`src/data_prefetch_unit_defs.vh`:
```
// constants for the data prefetch unit
`ifndef DATA_PREFETCH_UNIT_DEFS_VH
`define DATA_PREFETCH_UNIT_DEFS_VH
`define LINE_BYTES        64
`define LINE_OFS_BITS     6
`define MAX_OUTSTANDING   8
`define OP_LOAD           3'h0
`define OP_STORE          3'h1
`define OP_NONTEMPORAL    3'h2
`define OP_HINT_0         3'h3
`define OP_HINT_1         3'h4
`define OP_HINT_2         3'h5
`define FILL_STATE_SHARED 2'h1
`define FILL_STATE_MOD    2'h2
`define HW_AHEAD_LINES    3
`endif

```
`src/data_prefetch_unit.v`:
```
// data prefetch unit: software prefetch, sequential hw prefetch, direct streaming and wc-region store writes
`include "data_prefetch_unit_defs.vh"
module data_prefetch_unit
#(
	parameter ADDR_W = 32,
	parameter SLOTS  = `MAX_OUTSTANDING,
	parameter IDX_W  = 3
)
(
	input  wire                              mclk_i,
	input  wire                              rst_b_i,
	input  wire                              pf_valid_i,
	input  wire [2:0]                        pf_op_i,
	input  wire [ADDR_W-1:0]                 pf_addr_i,
	input  wire                              pf_l1_hit_i,
	input  wire                              emulation_flag_i,
	input  wire                              task_switched_flag_i,
	output reg                               pf_ready_o,
	input  wire                              acc_valid_i,
	input  wire [ADDR_W-1:0]                 acc_addr_i,
	input  wire                              st_valid_i,
	input  wire [ADDR_W-1:0]                 st_addr_i,
	input  wire [63:0]                       st_data_i,
	input  wire                              st_streaming_i,
	input  wire                              st_wc_region_i,
	output reg                               st_ready_o,
	output reg                               mem_rd_valid_o,
	output reg  [ADDR_W-1:0]                 mem_rd_addr_o,
	output reg  [IDX_W-1:0]                  mem_rd_id_o,
	input  wire                              mem_rd_ready_i,
	input  wire                              mem_rd_done_i,
	input  wire [IDX_W-1:0]                  mem_rd_done_id_i,
	output reg                               mem_wr_valid_o,
	output reg  [ADDR_W-1:0]                 mem_wr_addr_o,
	output reg  [63:0]                       mem_wr_data_o,
	input  wire                              mem_wr_ready_i,
	output reg                               l1_fill_o,
	output reg  [ADDR_W-1:0]                 l1_fill_addr_o,
	output reg  [1:0]                        l1_fill_state_o,
	output reg                               l1_fill_way0_o,
	output reg                               l1_fill_no_l2_o,
	output reg                               l2_fill_o,
	output reg  [ADDR_W-1:0]                 l2_fill_addr_o
);
	localparam TAG_W   = ADDR_W - `LINE_OFS_BITS;
	localparam S_IDLE  = 2'h0;
	localparam S_CHECK = 2'h1;
	localparam S_ISSUE = 2'h2;
	localparam HW_AHEAD = `HW_AHEAD_LINES;

	// ---------------------------------------------------------------
	// helpers
	// ---------------------------------------------------------------
	// line number of a byte address
	function [TAG_W-1:0] line_of;
		input [ADDR_W-1:0] a;
		begin
			line_of = a[ADDR_W-1:`LINE_OFS_BITS];
		end
	endfunction

	// byte address of a line's first byte
	function [ADDR_W-1:0] base_of;
		input [TAG_W-1:0] l;
		begin
			base_of = {l, {`LINE_OFS_BITS{1'b0}}};
		end
	endfunction

	// ---------------------------------------------------------------
	// request state
	// ---------------------------------------------------------------
	reg [1:0]        st_q;
	reg              req_hw_q;
	reg [2:0]        req_op_q;
	reg [TAG_W-1:0]  req_line_q;
	reg              req_l1hit_q;
	reg [SLOTS-1:0]  busy_q;
	reg [SLOTS-1:0]  slot_hw_q;
	reg [SLOTS-1:0]  slot_nt_q;
	reg [SLOTS-1:0]  slot_st_q;
	reg [TAG_W-1:0]  slot_line_q [0:SLOTS-1];
	reg [TAG_W-1:0]  last_line_q;
	reg              last_vld_q;
	reg              hw_pend_q;
	reg [TAG_W-1:0]  hw_line_q;
	reg [IDX_W-1:0]  free_idx_c;
	reg              free_any_c;
	wire             look_hit;
	wire             tbl_full;
	wire             alloc;
	wire             done;
	wire [TAG_W-1:0] look_line;
	integer          i;

	// flags are deliberately not consulted on the request path
	wire unused_flags = emulation_flag_i | task_switched_flag_i;

	// lowest free slot
	always @*
	begin
		free_idx_c = {IDX_W{1'b0}};
		free_any_c = 1'b0;
		for (i = SLOTS - 1; i >= 0; i = i - 1)
			if (!busy_q[i])
			begin
				free_idx_c = i[IDX_W-1:0];
				free_any_c = 1'b1;
			end
	end

	assign alloc = (st_q == S_ISSUE) && mem_rd_valid_o && mem_rd_ready_i;
	assign done  = mem_rd_done_i && busy_q[mem_rd_done_id_i];

	// line looked up: the one held in check or issue, else the software line being taken, else the queued hardware line
	assign look_line = (st_q != S_IDLE) ? req_line_q :
		(pf_valid_i && !pf_ready_o) ? line_of(pf_addr_i) : hw_line_q;

	// ---------------------------------------------------------------
	// outstanding line table
	// ---------------------------------------------------------------
	line_tag_table
	#(
		.ENTRIES (SLOTS),
		.IDX_W   (IDX_W),
		.TAG_W   (TAG_W)
	)
	u_tags
	(
		.mclk_i     (mclk_i),
		.rst_b_i    (rst_b_i),
		.wr_en_i    (alloc),
		.wr_idx_i   (mem_rd_id_o),
		.wr_tag_i   (req_line_q),
		.clr_en_i   (done),
		.clr_idx_i  (mem_rd_done_id_i),
		.look_tag_i (look_line),
		.look_hit_o (look_hit),
		.full_o     (tbl_full)
	);

	// ---------------------------------------------------------------
	// sequential line detector
	// ---------------------------------------------------------------
	// remembers last line; ascending by one queues line l+3
	always @(posedge mclk_i)
	begin
		if (!rst_b_i)
		begin
			last_vld_q  <= 1'b0;
			last_line_q <= {TAG_W{1'b0}};
			hw_pend_q   <= 1'b0;
			hw_line_q   <= {TAG_W{1'b0}};
		end
		else
		begin
			if (acc_valid_i)
			begin
				last_vld_q  <= 1'b1;
				last_line_q <= line_of(acc_addr_i);
			end
			// only +1 matches, so descending or skipping walks never fire
			if (acc_valid_i && last_vld_q &&
				line_of(acc_addr_i) == last_line_q + 1'b1)
			begin
				hw_pend_q <= 1'b1;
				hw_line_q <= last_line_q + HW_AHEAD[TAG_W-1:0];
			end
			else if (st_q == S_IDLE && !pf_valid_i && hw_pend_q)
				hw_pend_q <= 1'b0;
		end
	end

	// ---------------------------------------------------------------
	// request sequencer: one request at a time, software request before queued hardware line
	// ---------------------------------------------------------------
	always @(posedge mclk_i)
	begin
		if (!rst_b_i)
		begin
			st_q           <= S_IDLE;
			req_hw_q       <= 1'b0;
			req_op_q       <= `OP_LOAD;
			req_line_q     <= {TAG_W{1'b0}};
			req_l1hit_q    <= 1'b0;
			pf_ready_o     <= 1'b0;
			mem_rd_valid_o <= 1'b0;
			mem_rd_addr_o  <= {ADDR_W{1'b0}};
			mem_rd_id_o    <= {IDX_W{1'b0}};
		end
		else
		begin
			pf_ready_o <= 1'b0;
			case (st_q)
				S_IDLE:
				begin
					// software request first, then queued hardware line
					if (pf_valid_i && !pf_ready_o)
					begin
						req_hw_q    <= 1'b0;
						req_op_q    <= pf_op_i;
						req_line_q  <= line_of(pf_addr_i);
						req_l1hit_q <= pf_l1_hit_i;
						st_q        <= S_CHECK;
					end
					else if (hw_pend_q && !pf_valid_i)
					begin
						req_hw_q    <= 1'b1;
						req_op_q    <= `OP_LOAD;
						req_line_q  <= hw_line_q;
						req_l1hit_q <= 1'b0;
						st_q        <= S_CHECK;
					end
				end
				S_CHECK:
				begin
					// lookup was launched on the take edge, so it is valid now
					if ((req_l1hit_q && !req_hw_q) || look_hit)
					begin
						pf_ready_o <= !req_hw_q;
						st_q       <= S_IDLE;
					end
					else if (!tbl_full && free_any_c)
					begin
						mem_rd_valid_o <= 1'b1;
						mem_rd_addr_o  <= base_of(req_line_q);
						mem_rd_id_o    <= free_idx_c;
						st_q           <= S_ISSUE;
					end
				end
				S_ISSUE:
				begin
					if (mem_rd_ready_i)
					begin
						mem_rd_valid_o <= 1'b0;
						pf_ready_o     <= !req_hw_q;
						st_q           <= S_IDLE;
					end
				end
				default:
				begin
					st_q           <= S_IDLE;
					mem_rd_valid_o <= 1'b0;
				end
			endcase
		end
	end

	// ---------------------------------------------------------------
	// slot attributes and fill routing
	// ---------------------------------------------------------------
	always @(posedge mclk_i)
	begin
		if (!rst_b_i)
		begin
			busy_q          <= {SLOTS{1'b0}};
			slot_hw_q       <= {SLOTS{1'b0}};
			slot_nt_q       <= {SLOTS{1'b0}};
			slot_st_q       <= {SLOTS{1'b0}};
			l1_fill_o       <= 1'b0;
			l1_fill_addr_o  <= {ADDR_W{1'b0}};
			l1_fill_state_o <= `FILL_STATE_SHARED;
			l1_fill_way0_o  <= 1'b0;
			l1_fill_no_l2_o <= 1'b0;
			l2_fill_o       <= 1'b0;
			l2_fill_addr_o  <= {ADDR_W{1'b0}};
		end
		else
		begin
			l1_fill_o <= 1'b0;
			l2_fill_o <= 1'b0;
			if (done)
			begin
				busy_q[mem_rd_done_id_i] <= 1'b0;
				if (slot_hw_q[mem_rd_done_id_i])
				begin
					l2_fill_o      <= 1'b1;
					l2_fill_addr_o <= base_of(slot_line_q[mem_rd_done_id_i]);
				end
				else
				begin
					// only the l1 is written; hints fall to load path
					l1_fill_o       <= 1'b1;
					l1_fill_addr_o  <= base_of(slot_line_q[mem_rd_done_id_i]);
					l1_fill_state_o <= slot_st_q[mem_rd_done_id_i] ?
						`FILL_STATE_MOD : `FILL_STATE_SHARED;
					l1_fill_way0_o  <= slot_nt_q[mem_rd_done_id_i];
					l1_fill_no_l2_o <= slot_nt_q[mem_rd_done_id_i];
				end
			end
			// new slot claimed; set wins over a same-slot release
			if (alloc)
			begin
				busy_q[mem_rd_id_o]      <= 1'b1;
				slot_line_q[mem_rd_id_o] <= req_line_q;
				slot_hw_q[mem_rd_id_o]   <= req_hw_q;
				slot_nt_q[mem_rd_id_o]   <= (req_op_q == `OP_NONTEMPORAL);
				slot_st_q[mem_rd_id_o]   <= (req_op_q == `OP_STORE);
			end
		end
	end

	// ---------------------------------------------------------------
	// direct store path for streaming and wc-region stores
	// ---------------------------------------------------------------
	// streaming or wc-region stores go straight to memory writes
	always @(posedge mclk_i)
	begin
		if (!rst_b_i)
		begin
			mem_wr_valid_o <= 1'b0;
			mem_wr_addr_o  <= {ADDR_W{1'b0}};
			mem_wr_data_o  <= 64'h0000_0000_0000_0000;
			st_ready_o     <= 1'b0;
		end
		else
		begin
			st_ready_o <= 1'b0;
			if (mem_wr_valid_o)
			begin
				if (mem_wr_ready_i)
					mem_wr_valid_o <= 1'b0;
			end
			else if (st_valid_i && !st_ready_o &&
				(st_streaming_i || st_wc_region_i))
			begin
				mem_wr_valid_o <= 1'b1;
				mem_wr_addr_o  <= st_addr_i;
				mem_wr_data_o  <= st_data_i;
				st_ready_o     <= 1'b1;
			end
		end
	end
endmodule // data_prefetch_unit

```
`src/line_tag_table.v`:
```
// table of outstanding line addresses, registered lookup result
module line_tag_table
#(
	parameter ENTRIES = 8,
	parameter IDX_W   = 3,
	parameter TAG_W   = 26
)
(
	input  wire             mclk_i,
	input  wire             rst_b_i,
	input  wire             wr_en_i,
	input  wire [IDX_W-1:0] wr_idx_i,
	input  wire [TAG_W-1:0] wr_tag_i,
	input  wire             clr_en_i,
	input  wire [IDX_W-1:0] clr_idx_i,
	input  wire [TAG_W-1:0] look_tag_i,
	output reg              look_hit_o,
	output reg              full_o
);
	reg [TAG_W-1:0]   tag_q [0:ENTRIES-1];
	reg [ENTRIES-1:0] vld_q;
	reg               hit_c;
	integer           k;

	// compare lookup tag against live slots; a slot freed this edge no longer counts
	always @*
	begin
		hit_c = 1'b0;
		for (k = 0; k < ENTRIES; k = k + 1)
			if (vld_q[k] && tag_q[k] == look_tag_i &&
				!(clr_en_i && clr_idx_i == k[IDX_W-1:0]))
				hit_c = 1'b1;
	end

	// slot storage; a set in the same cycle as a clear wins
	always @(posedge mclk_i)
	begin
		if (!rst_b_i)
		begin
			vld_q      <= {ENTRIES{1'b0}};
			look_hit_o <= 1'b0;
			full_o     <= 1'b0;
		end
		else
		begin
			look_hit_o <= hit_c;
			full_o     <= &vld_q;
			if (clr_en_i)
				vld_q[clr_idx_i] <= 1'b0;
			if (wr_en_i)
			begin
				vld_q[wr_idx_i]  <= 1'b1;
				tag_q[wr_idx_i]  <= wr_tag_i;
			end
		end
	end
endmodule // line_tag_table

```
`config.mk`:
```
export PLATFORM = sky130hd
export DESIGN_NAME = data_prefetch_unit
export DESIGN_NICKNAME = d
export VERILOG_FILES = /design/src/data_prefetch_unit.v /design/src/line_tag_table.v
export VERILOG_INCLUDE_DIRS = /design/src /design/src/src
export SDC_FILE = /design/constraint.sdc
export NUM_CORES = 1
export LEC_CHECK = 0
export BUFFER_PORTS_ARGS = -buffer_cell sky130_fd_sc_hd__buf_2
export CORE_MARGIN = 5
export CORE_UTILIZATION = 44
export CTS_CLUSTER_DIAMETER = 150
export CTS_CLUSTER_SIZE = 30
export DETAILED_ROUTE_END_ITERATION = 8
export GPL_ROUTABILITY_DRIVEN = 0
export GPL_TIMING_DRIVEN = 0
export PLACE_DENSITY = 0.69
export RECOVER_POWER = 100
export SLEW_MARGIN = 0
export SYNTH_ARGS = -nofsm -noshare
export SYNTH_HDL_FRONTEND = slang
export SYNTH_SLANG_ARGS = --single-unit
```
`constraint.sdc`:
```
create_clock -name mclk_i -period 4.2 [get_ports mclk_i]
set_clock_uncertainty 0.05 [all_clocks]
set_input_delay 0.84 -clock mclk_i [delete_from_list [all_inputs] [get_ports mclk_i]]
set_output_delay 0.84 -clock mclk_i [all_outputs]
set_load 0.05 [all_outputs]
```
==> results.ini <==
[place]
io_buffers=350
pre_cts_ws_ps=89.97
placedInstanceArea_sq_um=26650
dp_cells=3277
dp_hpwl_microns=60580

[floorplanning]
rows=85
num_io_pins=384
die_y_microns=242.5
start_util_pct=44.30
core_region_area_sq_um=53710
die_area_sq_um=58830
die_w_microns=242.5

[global_route]
grt_use_total_pct=24.85
grt_pass1_vias=18090
antenna_found_initial=16
grt_pass1_wl_microns=113100
overflow=0
grt_max_degree=32

[critical_path]
end_kind=flop
cp.required_ps=4450
crit_chain=clkbuf_1, inv_1, clkbuf_1, clkbuf_1, clkbuf_1, nor2_1, buf_16
max_stage_delay_ps=1350
r2r-end=u_tags.look_hit_o$_SDFF_PN0_
arrival_ps=4000
critPathMaxFanout=15
ff2ff_path_depth=11
criticalPathCategory=in2reg
r2r_slack_ps=470
start_kind=primary input
r2r-start=st_q[0]$_SDFFE_PN0P_
cp_slowest_cell=nor2_1
critPathMostFrequentCell=clkbuf_1

[sta]
rsz0062_at_grt=no
finalMaxSlewViolations=144
tns_ps=0
hold_slack_ps=405.1
hold_violations=0
finalCriticalPeriod_ps=3752
fmaxAchievable_ghz=0.2665
period_share_pct=89.33
finalSetupViolCount=0
max_slew_margin_pct=-13.69
fin_ws_ps=448.2
worstMarginPinSlew_ps=1704

[clock_tree]
cts_buffers=21
ctsResizeCount=0
cts_tree=done
cts_setup_buffers=0
cts_max_level=1
clk_path_buf_depth=3
cts_sinks=523
clock_latency_ps=590
path_clk_slew_ps=110
hold_buffers=0
root_buffer=clkbuf_16

[finish]
fin_cells=3317
final_nets=2789
final_area_sq_um=26940
final.fill_count=4932
area_delta_synth_final_pct=13.21
drive_gt1_share_pct=13.15
fin_util_pct=50.15

[yosys]
ys_ff_latch=523
synth_xor_area_share_pct=9.607
yosys.area.top_type=dfxtp_1
synth_top_cell_area_share_pct=26.50
synthCells=2208
synth_area_leaders=dfxtp_1 (27%), edfxtp_1 (26%), xor2_1 (8.0%)
syn_avg_cell_area_sq_um=10.78
synthArstFlopShare_pct=0
ys.flop_type=dfxtp_1
netlist_top_cells_count=nand2_1 (366), dfxtp_1 (315), xor2_1 (217), nor2_1 (211), edfxtp_1 (208)
yosys_warnings=0
ys_types=67
yosysMostFrequentCell=nand2_1
synth-simple-area-share_pct=13.86
synth_mux_area_share_pct=13.30
synth_compound_area_share_pct=6.736
yosysSeqAreaShare_pct=52.75
synth_area_sq_um=23790
synth_adder_area_share_pct=0.3155
synth-edff-count=208
synth_top_family_by_area=simple AND/OR/NAND/NOR gates

[hold_path]
hp-start=l1_fill_state_o[1]$_SDFFE_PN0P_
min_path_type=reg2reg
hold_depth=2
whs_endpoint=l1_fill_state_o[1]$_SDFFE_PN0P_

[power]
irDropWorstVdd_v=0.0003591
power_frac_comb_pct=36.5
switchingPower_mw=5.614
switching_share_pct=41.25
p_seq_share_pct=44.4
power.internal_mw=7.996
total_power_mw=13.61
p_per_area_nw_per_um2=505.2
power.leakage_nw=9.995
clockPowerShare_pct=19.0

[route]
routedWlPerCell_microns=23.21
first_pass_iters=7
wl_microns=77000
ant_nets=0
via_per_inst=5.547
drt_iter0_drc=1756
route.detailed.drc=0
via_count=18400

[status]
status=complete, but fails checks
violations=max-capacitance violations, max-slew violations

[run]
cap_viol_max_count=7

[flip-flops by register name, indices dropped and copies added, names as in the netlist, 2 cells and up]
register and count:
u_tags.tag_q 130, slot_line_q 78, mem_wr_data_o 64, mem_wr_addr_o 32
hw_line_q 26, l1_fill_addr_o 26, l2_fill_addr_o 26, last_line_q 26
mem_rd_addr_o 26, req_line_q 26, busy_q 8, slot_hw_q 8
slot_nt_q 8, slot_st_q 8, u_tags.vld_q 8, mem_rd_id_o 3
req_op_q 3, l1_fill_state_o 2, st_q 2
[logic make-up (layout without fill, tap and decap cells)]
family	count (synthesis)	after routing
compound gates	261	261
xor+xnor	261	261
fa+ha+maj	6	6
buf+inv	164	555
flops	523	523
mux	237	237
other cells	1	23
simple gates	755	755
[critical path, delay by kind of cell]
| kind | cells | cell delay (ps) |
|---|---|---|
| buf+inv | 6 | 1770 |
| simple gates | 1 | 1350 |
[power by group through the flow]
stage / clock [mW] / combinational [mW] / sequential [mW]
after global routing: 2.80 / 5.17 / 6.09
after CTS: 2.62 / 4.91 / 6.02
after floorplan: 0 / 2.89 / 6.34
final: 2.59 / 4.97 / 6.05
after detailed placement: 0 / 4.88 / 6.14
after global placement: 0 / 4.82 / 6.11
[layer usage]
layer | vias to the layer above | share of wire, % | GRT usage (%) | routed length, microns
li1 | 8444 | - | - | -
met1 | 8855 | 38 | 31.54 | 29510
met4 | 20 | 3.6 | 7.737 | 2767
met5 | - | 0.18 | 0 | 135
met2 | 921 | 48 | 41.80 | 36650
met3 | 160 | 10 | 6.553 | 7938
[final cells by class]
type | count | area, sq um | area share [%]
tap | 696 | 870.8 | 3.233
clock inverter | 3 | 28.78 | 0.1068
clock buffer | 32 | 566.8 | 2.104
inverter | 18 | 67.56 | 0.2508
multi-input combinational | 1538 | 10500 | 38.97
sequential | 523 | 12550 | 46.60
antenna | 5 | 12.51 | 0.04645
buffer | 146 | 732.0 | 2.717
timing repair buffer | 356 | 1609 | 5.973
[placed cells by master (no fill, tap or decap), types with 20 or more instances in the layout]
cell       count
nand4_1       20
dfxtp_1      315
clkbuf_16     21
nor4_1        51
edfxtp_1     208
nor2_1       207
buf_4         23
a211oi_1      28
nand3_1       28
mux4_2        60
a21oi_1      160
xnor2_1       44
buf_2        178
mux2i_1      147
a21oi_2       21
xor2_1       217
nor3_1        30
mux2_1        25
nand2_1      366
clkbuf_1     293
[how the worst max path moves through the flow]
stage / startpoint / endpoint / slack (ps)
floorplan: rst_b_i / u_tags.tag_q[4][0]$_DFFE_PP_ / 590
global placement: rst_b_i / u_tags.tag_q[4][10]$_DFFE_PP_ / -2110
detailed placement: rst_b_i / slot_line_q[5][10]$_DFFE_PP_ / 90
CTS: st_q[0]$_SDFFE_PN0P_ / u_tags.look_hit_o$_SDFF_PN0_ / 640
global route: last_line_q[0]$_SDFFE_PN0P_ / hw_line_q[18]$_SDFFE_PN0P_ / 280
finish: rst_b_i / slot_line_q[5][17]$_DFFE_PP_ / 450
Power figures use the tool's default switching activity.
